## config.mk

```make
export PLATFORM = sky130hd
export DESIGN_NAME = rsw_reset_watchdog
export DESIGN_NICKNAME = d
export VERILOG_FILES = /design/src/verilog/rsw_reset_watchdog.v /design/src/verilog/rsw_missing_clock.v
export VERILOG_INCLUDE_DIRS = /design/src /design/src/verilog
export SDC_FILE = /design/constraint.sdc
export NUM_CORES = 1
export LEC_CHECK = 0
export ABC_AREA = 0
export BUFFER_PORTS_ARGS = -buffer_cell sky130_fd_sc_hd__buf_2
export CORE_ASPECT_RATIO = 1.4
export CORE_MARGIN = 1
export CORE_UTILIZATION = 40
export CTS_CLUSTER_DIAMETER = 40
export CTS_CLUSTER_SIZE = 20
export DETAILED_ROUTE_END_ITERATION = 8
export HOLD_SLACK_MARGIN = 0.15
export SLEW_MARGIN = 20
export SYNTH_ARGS = -nofsm -noshare
export SYNTH_HDL_FRONTEND = slang
export SYNTH_SLANG_ARGS = --single-unit
```

## constraint.sdc

```tcl
create_clock -name sys_clk -period 2.1 [get_ports sys_clk]
set_input_delay 0.42 -clock sys_clk [delete_from_list [all_inputs] [get_ports sys_clk]]
set_output_delay 0.42 -clock sys_clk [all_outputs]
set_load 0.05 [all_outputs]
```

## src/verilog/rsw_defs.vh

```
// Constants for the reset source and watchdog block.
// Assumes a single 10 MHz system clock and byte-wide special function registers.
`ifndef RSW_DEFS_VH
`define RSW_DEFS_VH

// ----------------------------------------
// Register addresses
// ----------------------------------------
`define RSW_ADDR_CAUSE 8'hef
`define RSW_ADDR_WDOG 8'hff

// ----------------------------------------
// Reset cause register bit positions
// ----------------------------------------
`define RSW_B_PIN 0
`define RSW_B_POR 1
`define RSW_B_MCD 2
`define RSW_B_WDT 3
`define RSW_B_SW 4
`define RSW_B_CMP 5
`define RSW_B_CNV 6
`define RSW_CAUSE_POR 7'h02
`define RSW_CAUSE_NONE 7'h00

// ----------------------------------------
// Watchdog control codes and fields
// ----------------------------------------
`define RSW_WD_RESTART 8'ha5
`define RSW_WD_DIS1 8'hde
`define RSW_WD_DIS2 8'had
`define RSW_WD_LOCK 8'hff
`define RSW_WD_B_ARM 7
`define RSW_WD_B_STAT 4
`define RSW_WD_INT_RST 3'h7
`define RSW_WD_EXP_BASE 5'd6
`define RSW_WD_GAP_LAST 2'h3
`define RSW_WD_W 21

// ----------------------------------------
// Timing
// ----------------------------------------
// Sized to the counters that meet them; 100 us and 100 ms at 10 MHz
`define RSW_MCD_CYC 11'd1000
`define RSW_POR_HOLD_CYC 20'd1000000
`define RSW_RST_HOLD_CYC 4'hc

`endif

```

## src/verilog/rsw_reset_watchdog.v

```verilog
// Reset source collector, reset cause register and watchdog timer.
// Assumes a synchronous special function register bus and synchronous inputs.
//
// Behaviour
// - Missing clock gap over 100 us resets
// - Missing clock flag bit 2, pin untouched
// - Missing clock detector needs its enable
// - Cause bit 5 write enables comparator reset
// - Comparator low resets, pin untouched
// - Comparator flag bit 5 after comparator reset
// - Cause bit 6 enables active-low convert reset
// - Convert flag bit 6 after convert reset
// - 21-bit watchdog expiry resets, pin untouched
// - Reset leaves watchdog running, interval 111b
// - Write a5 enables and restarts watchdog
// - de then ad within 4 clocks disables
// - Write ff locks disable, no restart
// - Timeout is 4 to (3 plus interval)
// - Interval written only when bit 7 clear
// - Watchdog control bit 4 reads running status
// - Cause bit 4 write forces internal reset
// - Cause bit 1 write forces power-on reset
// - Bit 3 flags watchdog reset cause
// - Bit 0 flags external pin reset
// - Power-on flag cleared by other resets
`timescale 1ns/1ps
`include "rsw_defs.vh"

module rsw_reset_watchdog #(
  parameter [19:0] POR_HOLD_CYC = `RSW_POR_HOLD_CYC
) (
  input wire sys_clk,
  input wire rst_n,
  input wire [7:0] sfr_addr,
  input wire sfr_wr,
  input wire sfr_rd,
  input wire [7:0] sfr_wdata,
  output reg [7:0] sfr_rdata_q,
  input wire missing_clock_enable,
  input wire clk_present,
  input wire comparator_out,
  input wire convert_start_input_n,
  input wire rst_pin_in,
  output wire rst_pin_out,
  output reg rst_pin_oe_q,
  output reg sys_reset_n_q
);

  // ----------------------------------------
  // States
  // ----------------------------------------
  localparam [1:0] ST_RUN = 2'h0;
  localparam [1:0] ST_HOLD = 2'h1;
  localparam [1:0] ST_PORDRV = 2'h2;

  // ----------------------------------------
  // Functions
  // ----------------------------------------
  // One cause wins when several arrive together
  function [6:0] rsw_pick_cause;
    input [6:0] req;
    begin
      rsw_pick_cause = `RSW_CAUSE_NONE;
      if (req[`RSW_B_POR]) begin
        rsw_pick_cause[`RSW_B_POR] = 1'b1;
      end else if (req[`RSW_B_PIN]) begin
        rsw_pick_cause[`RSW_B_PIN] = 1'b1;
      end else if (req[`RSW_B_MCD]) begin
        rsw_pick_cause[`RSW_B_MCD] = 1'b1;
      end else if (req[`RSW_B_WDT]) begin
        rsw_pick_cause[`RSW_B_WDT] = 1'b1;
      end else if (req[`RSW_B_CMP]) begin
        rsw_pick_cause[`RSW_B_CMP] = 1'b1;
      end else if (req[`RSW_B_CNV]) begin
        rsw_pick_cause[`RSW_B_CNV] = 1'b1;
      end else if (req[`RSW_B_SW]) begin
        rsw_pick_cause[`RSW_B_SW] = 1'b1;
      end
    end
  endfunction

  // Last count before expiry: 4^(3+n) - 1
  function [20:0] rsw_wd_last;
    input [2:0] interval;
    reg [4:0] shift;
    begin
      shift = `RSW_WD_EXP_BASE + {interval, 1'b0};
      rsw_wd_last = (21'h000001 << shift) - 21'h000001;
    end
  endfunction

  // ----------------------------------------
  // Declarations
  // ----------------------------------------
  reg [1:0] state_q;
  reg [1:0] state_d;
  reg [3:0] hold_q;
  reg [3:0] hold_d;
  reg [19:0] por_q;
  reg [19:0] por_d;
  reg [6:0] flags_q;
  reg [6:0] flags_d;
  reg cnv_en_q;
  reg cnv_en_d;
  reg cmp_en_q;
  reg cmp_en_d;
  reg wd_run_q;
  reg wd_run_d;
  reg wd_lock_q;
  reg wd_lock_d;
  reg [2:0] wd_int_q;
  reg [2:0] wd_int_d;
  reg [`RSW_WD_W-1:0] wd_cnt_q;
  reg [`RSW_WD_W-1:0] wd_cnt_d;
  reg wd_arm_q;
  reg wd_arm_d;
  reg [1:0] wd_gap_q;
  reg [1:0] wd_gap_d;
  reg [7:0] rdata_d;
  reg [6:0] req;
  reg [6:0] cause;
  wire running;
  wire wr_cause;
  wire wr_wdog;
  wire mcd_timeout;
  wire wd_expire;
  wire pin_low;

  // ----------------------------------------
  // Decode
  // ----------------------------------------
  assign running = (state_q == ST_RUN);
  assign wr_cause = running && sfr_wr && (sfr_addr == `RSW_ADDR_CAUSE);
  assign wr_wdog = running && sfr_wr && (sfr_addr == `RSW_ADDR_WDOG);
  // Our own drive of the pin must not read back as an external reset
  assign pin_low = !rst_pin_in && !rst_pin_oe_q;
  assign rst_pin_out = 1'b0;
  assign wd_expire = running && wd_run_q && (wd_cnt_q == rsw_wd_last(wd_int_q));

  // ----------------------------------------
  // Missing clock detector
  // ----------------------------------------
  rsw_missing_clock u_mcd (
    .sys_clk(sys_clk),
    .rst_n(rst_n),
    .enable(missing_clock_enable && running),
    .clk_present(clk_present),
    .timeout_q(mcd_timeout)
  );

  // ----------------------------------------
  // Reset requests
  // ----------------------------------------
  always @* begin
    req = `RSW_CAUSE_NONE;
    req[`RSW_B_POR] = wr_cause && sfr_wdata[`RSW_B_POR];
    req[`RSW_B_PIN] = pin_low;
    req[`RSW_B_MCD] = running && mcd_timeout;
    req[`RSW_B_WDT] = wd_expire;
    req[`RSW_B_CMP] = running && cmp_en_q && !comparator_out;
    req[`RSW_B_CNV] = running && cnv_en_q && !convert_start_input_n;
    req[`RSW_B_SW] = wr_cause && sfr_wdata[`RSW_B_SW];
    cause = rsw_pick_cause(req);
  end

  // ----------------------------------------
  // Reset sequencer and cause flags
  // ----------------------------------------
  always @* begin
    state_d = state_q;
    hold_d = hold_q;
    por_d = por_q;
    flags_d = flags_q;
    case (state_q)
      ST_RUN: begin
        if (cause != `RSW_CAUSE_NONE) begin
          // All flags load at once, so only one reads set
          flags_d = cause;
          if (cause[`RSW_B_POR]) begin
            state_d = ST_PORDRV;
            por_d = POR_HOLD_CYC;
          end else begin
            state_d = ST_HOLD;
            hold_d = `RSW_RST_HOLD_CYC;
          end
        end
      end
      ST_HOLD: begin
        if (pin_low) begin
          // Stay in reset until the pin has been released for a while
          hold_d = `RSW_RST_HOLD_CYC;
        end else if (hold_q == 4'h0) begin
          state_d = ST_RUN;
        end else begin
          hold_d = hold_q - 4'h1;
        end
      end
      ST_PORDRV: begin
        if (por_q == 20'h00000) begin
          state_d = ST_HOLD;
          hold_d = `RSW_RST_HOLD_CYC;
        end else begin
          por_d = por_q - 20'h00001;
        end
      end
      default: begin
        state_d = ST_HOLD;
        hold_d = `RSW_RST_HOLD_CYC;
      end
    endcase
  end

  // ----------------------------------------
  // Reset source enables
  // ----------------------------------------
  always @* begin
    cnv_en_d = cnv_en_q;
    cmp_en_d = cmp_en_q;
    if (!running || (cause != `RSW_CAUSE_NONE)) begin
      cnv_en_d = 1'b0;
      cmp_en_d = 1'b0;
    end else if (wr_cause) begin
      // Plain write sets both enables; flags never feed back
      cnv_en_d = sfr_wdata[`RSW_B_CNV];
      cmp_en_d = sfr_wdata[`RSW_B_CMP];
    end
  end

  // ----------------------------------------
  // Watchdog
  // ----------------------------------------
  always @* begin
    wd_run_d = wd_run_q;
    wd_lock_d = wd_lock_q;
    wd_int_d = wd_int_q;
    wd_cnt_d = wd_cnt_q;
    wd_arm_d = wd_arm_q;
    wd_gap_d = wd_gap_q;
    if (!running || (cause != `RSW_CAUSE_NONE)) begin
      wd_run_d = 1'b1;
      wd_lock_d = 1'b0;
      wd_int_d = `RSW_WD_INT_RST;
      wd_cnt_d = {`RSW_WD_W{1'b0}};
      wd_arm_d = 1'b0;
      wd_gap_d = 2'h0;
    end else begin
      if (wd_run_q) begin
        wd_cnt_d = wd_cnt_q + 21'h000001;
      end
      // Disable window closes four clocks after the first code
      if (wd_arm_q) begin
        if (wd_gap_q == `RSW_WD_GAP_LAST) begin
          wd_arm_d = 1'b0;
        end else begin
          wd_gap_d = wd_gap_q + 2'h1;
        end
      end
      if (wr_wdog) begin
        if (sfr_wdata == `RSW_WD_RESTART) begin
          wd_run_d = 1'b1;
          wd_cnt_d = {`RSW_WD_W{1'b0}};
        end else if (sfr_wdata == `RSW_WD_DIS1) begin
          wd_arm_d = 1'b1;
          wd_gap_d = 2'h0;
        end else if (sfr_wdata == `RSW_WD_DIS2) begin
          wd_arm_d = 1'b0;
          if (wd_arm_q && !wd_lock_q) begin
            wd_run_d = 1'b0;
            wd_cnt_d = {`RSW_WD_W{1'b0}};
          end
        end else if (sfr_wdata == `RSW_WD_LOCK) begin
          // Lock only; the count keeps running untouched
          wd_lock_d = 1'b1;
        end
        if (!sfr_wdata[`RSW_WD_B_ARM]) begin
          wd_int_d = sfr_wdata[2:0];
        end
      end
    end
  end

  // ----------------------------------------
  // Read data
  // ----------------------------------------
  always @* begin
    rdata_d = sfr_rdata_q;
    if (sfr_rd) begin
      case (sfr_addr)
        `RSW_ADDR_CAUSE: begin
          rdata_d = {1'b0, flags_q};
        end
        `RSW_ADDR_WDOG: begin
          rdata_d = 8'h00;
          rdata_d[`RSW_WD_B_STAT] = wd_run_q;
          rdata_d[2:0] = wd_int_q;
        end
        default: begin
          rdata_d = 8'h00;
        end
      endcase
    end
  end

  // ----------------------------------------
  // Registers
  // ----------------------------------------
  always @(posedge sys_clk) begin
    if (!rst_n) begin
      state_q <= ST_HOLD;
      hold_q <= `RSW_RST_HOLD_CYC;
      por_q <= 20'h00000;
      flags_q <= `RSW_CAUSE_POR;
      cnv_en_q <= 1'b0;
      cmp_en_q <= 1'b0;
      wd_run_q <= 1'b1;
      wd_lock_q <= 1'b0;
      wd_int_q <= `RSW_WD_INT_RST;
      wd_cnt_q <= {`RSW_WD_W{1'b0}};
      wd_arm_q <= 1'b0;
      wd_gap_q <= 2'h0;
      sfr_rdata_q <= 8'h00;
      rst_pin_oe_q <= 1'b0;
      sys_reset_n_q <= 1'b0;
    end else begin
      state_q <= state_d;
      hold_q <= hold_d;
      por_q <= por_d;
      flags_q <= flags_d;
      cnv_en_q <= cnv_en_d;
      cmp_en_q <= cmp_en_d;
      wd_run_q <= wd_run_d;
      wd_lock_q <= wd_lock_d;
      wd_int_q <= wd_int_d;
      wd_cnt_q <= wd_cnt_d;
      wd_arm_q <= wd_arm_d;
      wd_gap_q <= wd_gap_d;
      sfr_rdata_q <= rdata_d;
      // Only the forced power-on reset pulls the pin
      rst_pin_oe_q <= (state_d == ST_PORDRV);
      sys_reset_n_q <= (state_d == ST_RUN);
    end
  end

endmodule

```

## src/verilog/rsw_missing_clock.v

```verilog
// Missing clock one-shot for the reset source block.
// Assumes clk_present is low in each cycle the core clock is absent.
`timescale 1ns/1ps
`include "rsw_defs.vh"

module rsw_missing_clock (
  input wire sys_clk,
  input wire rst_n,
  input wire enable,
  input wire clk_present,
  output reg timeout_q
);

  reg [10:0] gap_q;
  reg [10:0] gap_d;
  reg timeout_d;

  // ----------------------------------------
  // Gap counter
  // ----------------------------------------
  always @* begin
    gap_d = gap_q;
    timeout_d = 1'b0;
    if (!enable || clk_present) begin
      gap_d = 11'h000;
    end else if (gap_q == `RSW_MCD_CYC) begin
      // Gap now exceeds the limit
      timeout_d = 1'b1;
      gap_d = 11'h000;
    end else begin
      gap_d = gap_q + 11'h001;
    end
  end

  always @(posedge sys_clk) begin
    if (!rst_n) begin
      gap_q <= 11'h000;
      timeout_q <= 1'b0;
    end else begin
      gap_q <= gap_d;
      timeout_q <= timeout_d;
    end
  end

endmodule

```

==> impl_metrics.toml <==
[worst_setup_path]
criticalPathCategory = "register to register"
path_max_fanout = 8
rr_worst_depth = 10
rrSetupSlack_ps = -130
cp.required_ps = 2320
end_kind = "register"
crit_path_start_kind = "register"
timing.rr.end = "wd_run_q"
cp.arrival_ps = 2450
r2r-start = "wd_int_q[2]"

[sta]
timing_worst_slew_pin_value_ps = 505
setup_ws_ps = -126
slew_headroom_pct = 66.1
post-route-min-period_ps = 2230
fin_crit_sh_pct = 106
finalHoldViolations = 0
finalSetupViolCount = 40
rsz0062_at_grt = "true"
finClkSkew_ps = 9.47
max_freq_mhz = 449
whs_ps = 339
slew_violations = 0

[clock_network]
ctsHoldBuffers = 0
cts_num_sinks = 85
htree_levels = 3
clk_latency_ps = 340
cts_buffers = 9
cts_tree = "done"
clock_path_buffers = 2
clk_transition_reported_paths_ps = 70
ctsRootBufferMaster = "clkbuf_16"

[synth]
synth_top_area_share_pct = 36.9
yosysTopAreaCell = "dfxtp_1"
synth_edf_count = 0
synthArstFlopShare_pct = 0
synthCells = 563
syn-cell-area_um2 = 4610
synthFlopType = "dfxtp_1"
synthTopCellsByArea = "dfxtp_1 (37%), nor2_1 (6.1%), xnor2_1 (5.5%)"
avgSynthCellArea_um2 = 8.19
yosysSeqAreaShare_pct = 36.9
ys_seq_elements = 85
yosysWarnings = 0
ys_types = 66

[outcome]
failed_checks = "setup timing"
run_status = "finished, violations left"

[grt]
gr-usage-all-layers_pct = 21.6
antenna_found_initial = 0
grt_first_pass_wirelength_um = 20200
overflow = 0
grt_pass1_vias = 4407
grt_max_degree = 35

[layout]
nets = 709
n_antenna_cell = 0
nFillCells = 1078
design_area_um2 = 6260
area_growth_pct = 35.7
drive_gt1_share_pct = 31.5

[place]
gp_congestion = 0.887
io_buffers = 33
placed_area_um2 = 5520
dpl.hpwl_um = 9180

[route]
vias = 4401
wl_per_cell_um = 15.1
wl_um = 12500
ant_nets = 0
drt_first_iter_violations = 124
first_pass_iters = 5
routed_via_density = 5.32
drc = 0

[flow_run]
drv_cap = 0

[hold_path]
hold_class = "input port to register"
holdPathEnd = "wd_int_q[2]"
hold_start = "sfr_wdata[2]"
whs_path_depth = 3

[floorplanning]
dieArea_um2 = 12000
fp-row-count = 46
initial_utilization_pct = 40.9
ios = 36
die-width_um = 92.7
core_um2 = 11300
die_y_um = 129

[pwr]
peakVddDrop_mv = 0.461
p_per_area_nw_per_um2 = 569
power_leakage_nw = 2.43
totalPowerFinal_w = 0.00356
-- critical path, stage by stage, from the launching register on --
cell and delay, ps:
dfxtp_4 380, buf_6 140, buf_6 120, buf_4 130, a31oi_1 220, a311oi_4 140, buf_4 160, nand3_4 150
buf_4 150, nand4_4 120, or3_1 390
-- where the power goes --
part	switching (W)	total, W	internal, W
sequential	0.00000591	0.00162	0.00161
clock	0.000700	0.00176	0.00106
combinational	0.000101	0.000179	0.0000775
-- stage by stage --
step / setup TNS, ps / setup WS, ps / utilization [%] / std cells
5_1_grt: -7520 / -224 / 55.5 / 827
4_1_cts: -1230 / -137 / 53.6 / 821
3_3_place_gp: -7120 / -185 / 49.0 / 798
2_1_floorplan: 0 / 1.36 / - / 565
3_5_place_dp: -10500 / -262 / 49.0 / 798
6_report: -3230 / -126 / 55.5 / 827
-- registers in the layout, indices dropped and copies added, names as in the netlist, 2 cells and up --
register     count
state_q          2
wd_cnt_q        21
u_mcd.gap_q     11
por_q           20
wd_gap_q         2
hold_q           4
wd_int_q         3
sfr_rdata_q      7
flags_q          7
-- cells in the final DEF, fill, tap and decap left out, drive strengths merged, types with 3 or more instances in the layout --
| cell | instances |
|---|---|
| o21ai | 23 |
| inv | 22 |
| or2 | 7 |
| nor3 | 16 |
| buf | 132 |
| xnor2 | 29 |
| dfxtp | 85 |
| nor2 | 76 |
| o31ai | 3 |
| a211oi | 4 |
| nand2 | 45 |
| or4 | 7 |
| or3 | 10 |
| and3 | 13 |
| a21boi | 12 |
| ha | 6 |
| nor2b | 7 |
| conb | 4 |
| a41oi | 4 |
| nor4 | 6 |
| o22ai | 4 |
| and2 | 14 |
| nor3b | 3 |
| nand3b | 7 |
| nand3 | 22 |
| a21oi | 18 |
| nand4 | 11 |
| xor2 | 22 |
| clkbuf | 9 |
| a31oi | 6 |
| nor4b | 4 |
| mux2i | 9 |
| a311oi | 4 |
| nand2b | 7 |
-- Yosys cell counts (7+ instances only) --
library cell,number
dfxtp_1,85
nor2_1,75
nand2_1,45
xnor2_1,29
o21ai_0,23
xor2_1,22
nand3_1,20
inv_1,19
clkbuf_1,18
nor3_1,16
a21oi_1,15
and2_1,14
and3_1,13
a21boi_0,12
mux2i_1,9
nand4_1,9
or3_1,9
nand2b_1,7
nand3b_1,7
nor2b_1,7
or2_2,7
or4_1,7
-- worst max-delay path by stage --
| stage | start | to | depth (start not counted) |
|---|---|---|---|
| 2_1_floorplan | wd_int_q[2] | hold_q[2] | 8 |
| 5_1_grt | wd_int_q[2] | wd_run_q | 10 |
| 6_report | wd_int_q[2] | wd_run_q | 10 |
| 4_1_cts | wd_int_q[2] | hold_q[2] | 8 |
| 3_3_place_gp | wd_int_q[1] | wd_cnt_q[18] | 9 |
| 3_5_place_dp | wd_int_q[1] | wd_cnt_q[0] | 9 |
-- cell type report --
type / count / area (um2) / area share [%]
clock inverter: 7 / 105 / 1.68
inverter: 19 / 71.3 / 1.14
sequential: 85 / 1720 / 27.5
clock buffer: 9 / 225 / 3.60
timing repair buffer: 132 / 948 / 15.2
multi-input combinational: 431 / 3000 / 48.0
tap: 144 / 180 / 2.88
-- what timing repair did --
action                                 in CTS  in global routing
cloned                                      0                  1
resized for setup                          36                 31
setup endpoints to repair                  47                 58
pin swaps                                  25                 15
setup buffers                               7                  5
endpoints found under the hold margin       0                  0
-- layer usage --
| metal | vias up | global-route usage [%] | share of wire (%) |
|---|---|---|---|
| met1 | 2093 | 21.7 | 39 |
| li1 | 2197 | - | - |
| met4 | 0 | 14.4 | 5.5 |
| met2 | 74 | 40.6 | 54 |
| met5 | - | 0 | 0 |
| met3 | 37 | 3.87 | 2.3 |
-- logic make-up (layout without fill, tap and decap cells) --
family          after synthesis  count (layout)  synth area share [%]
other cells                   2               4                 0.163
buf+inv                      50             167                  4.91
fa+ha+maj                     6               6                  1.63
xor+xnor                     51              51                  9.69
simple gates                263             264                  29.9
flops                        85              85                  36.9
compound gates               97              97                  14.8
mux                           9               9                  1.95
Power figures use the tool's default switching activity.
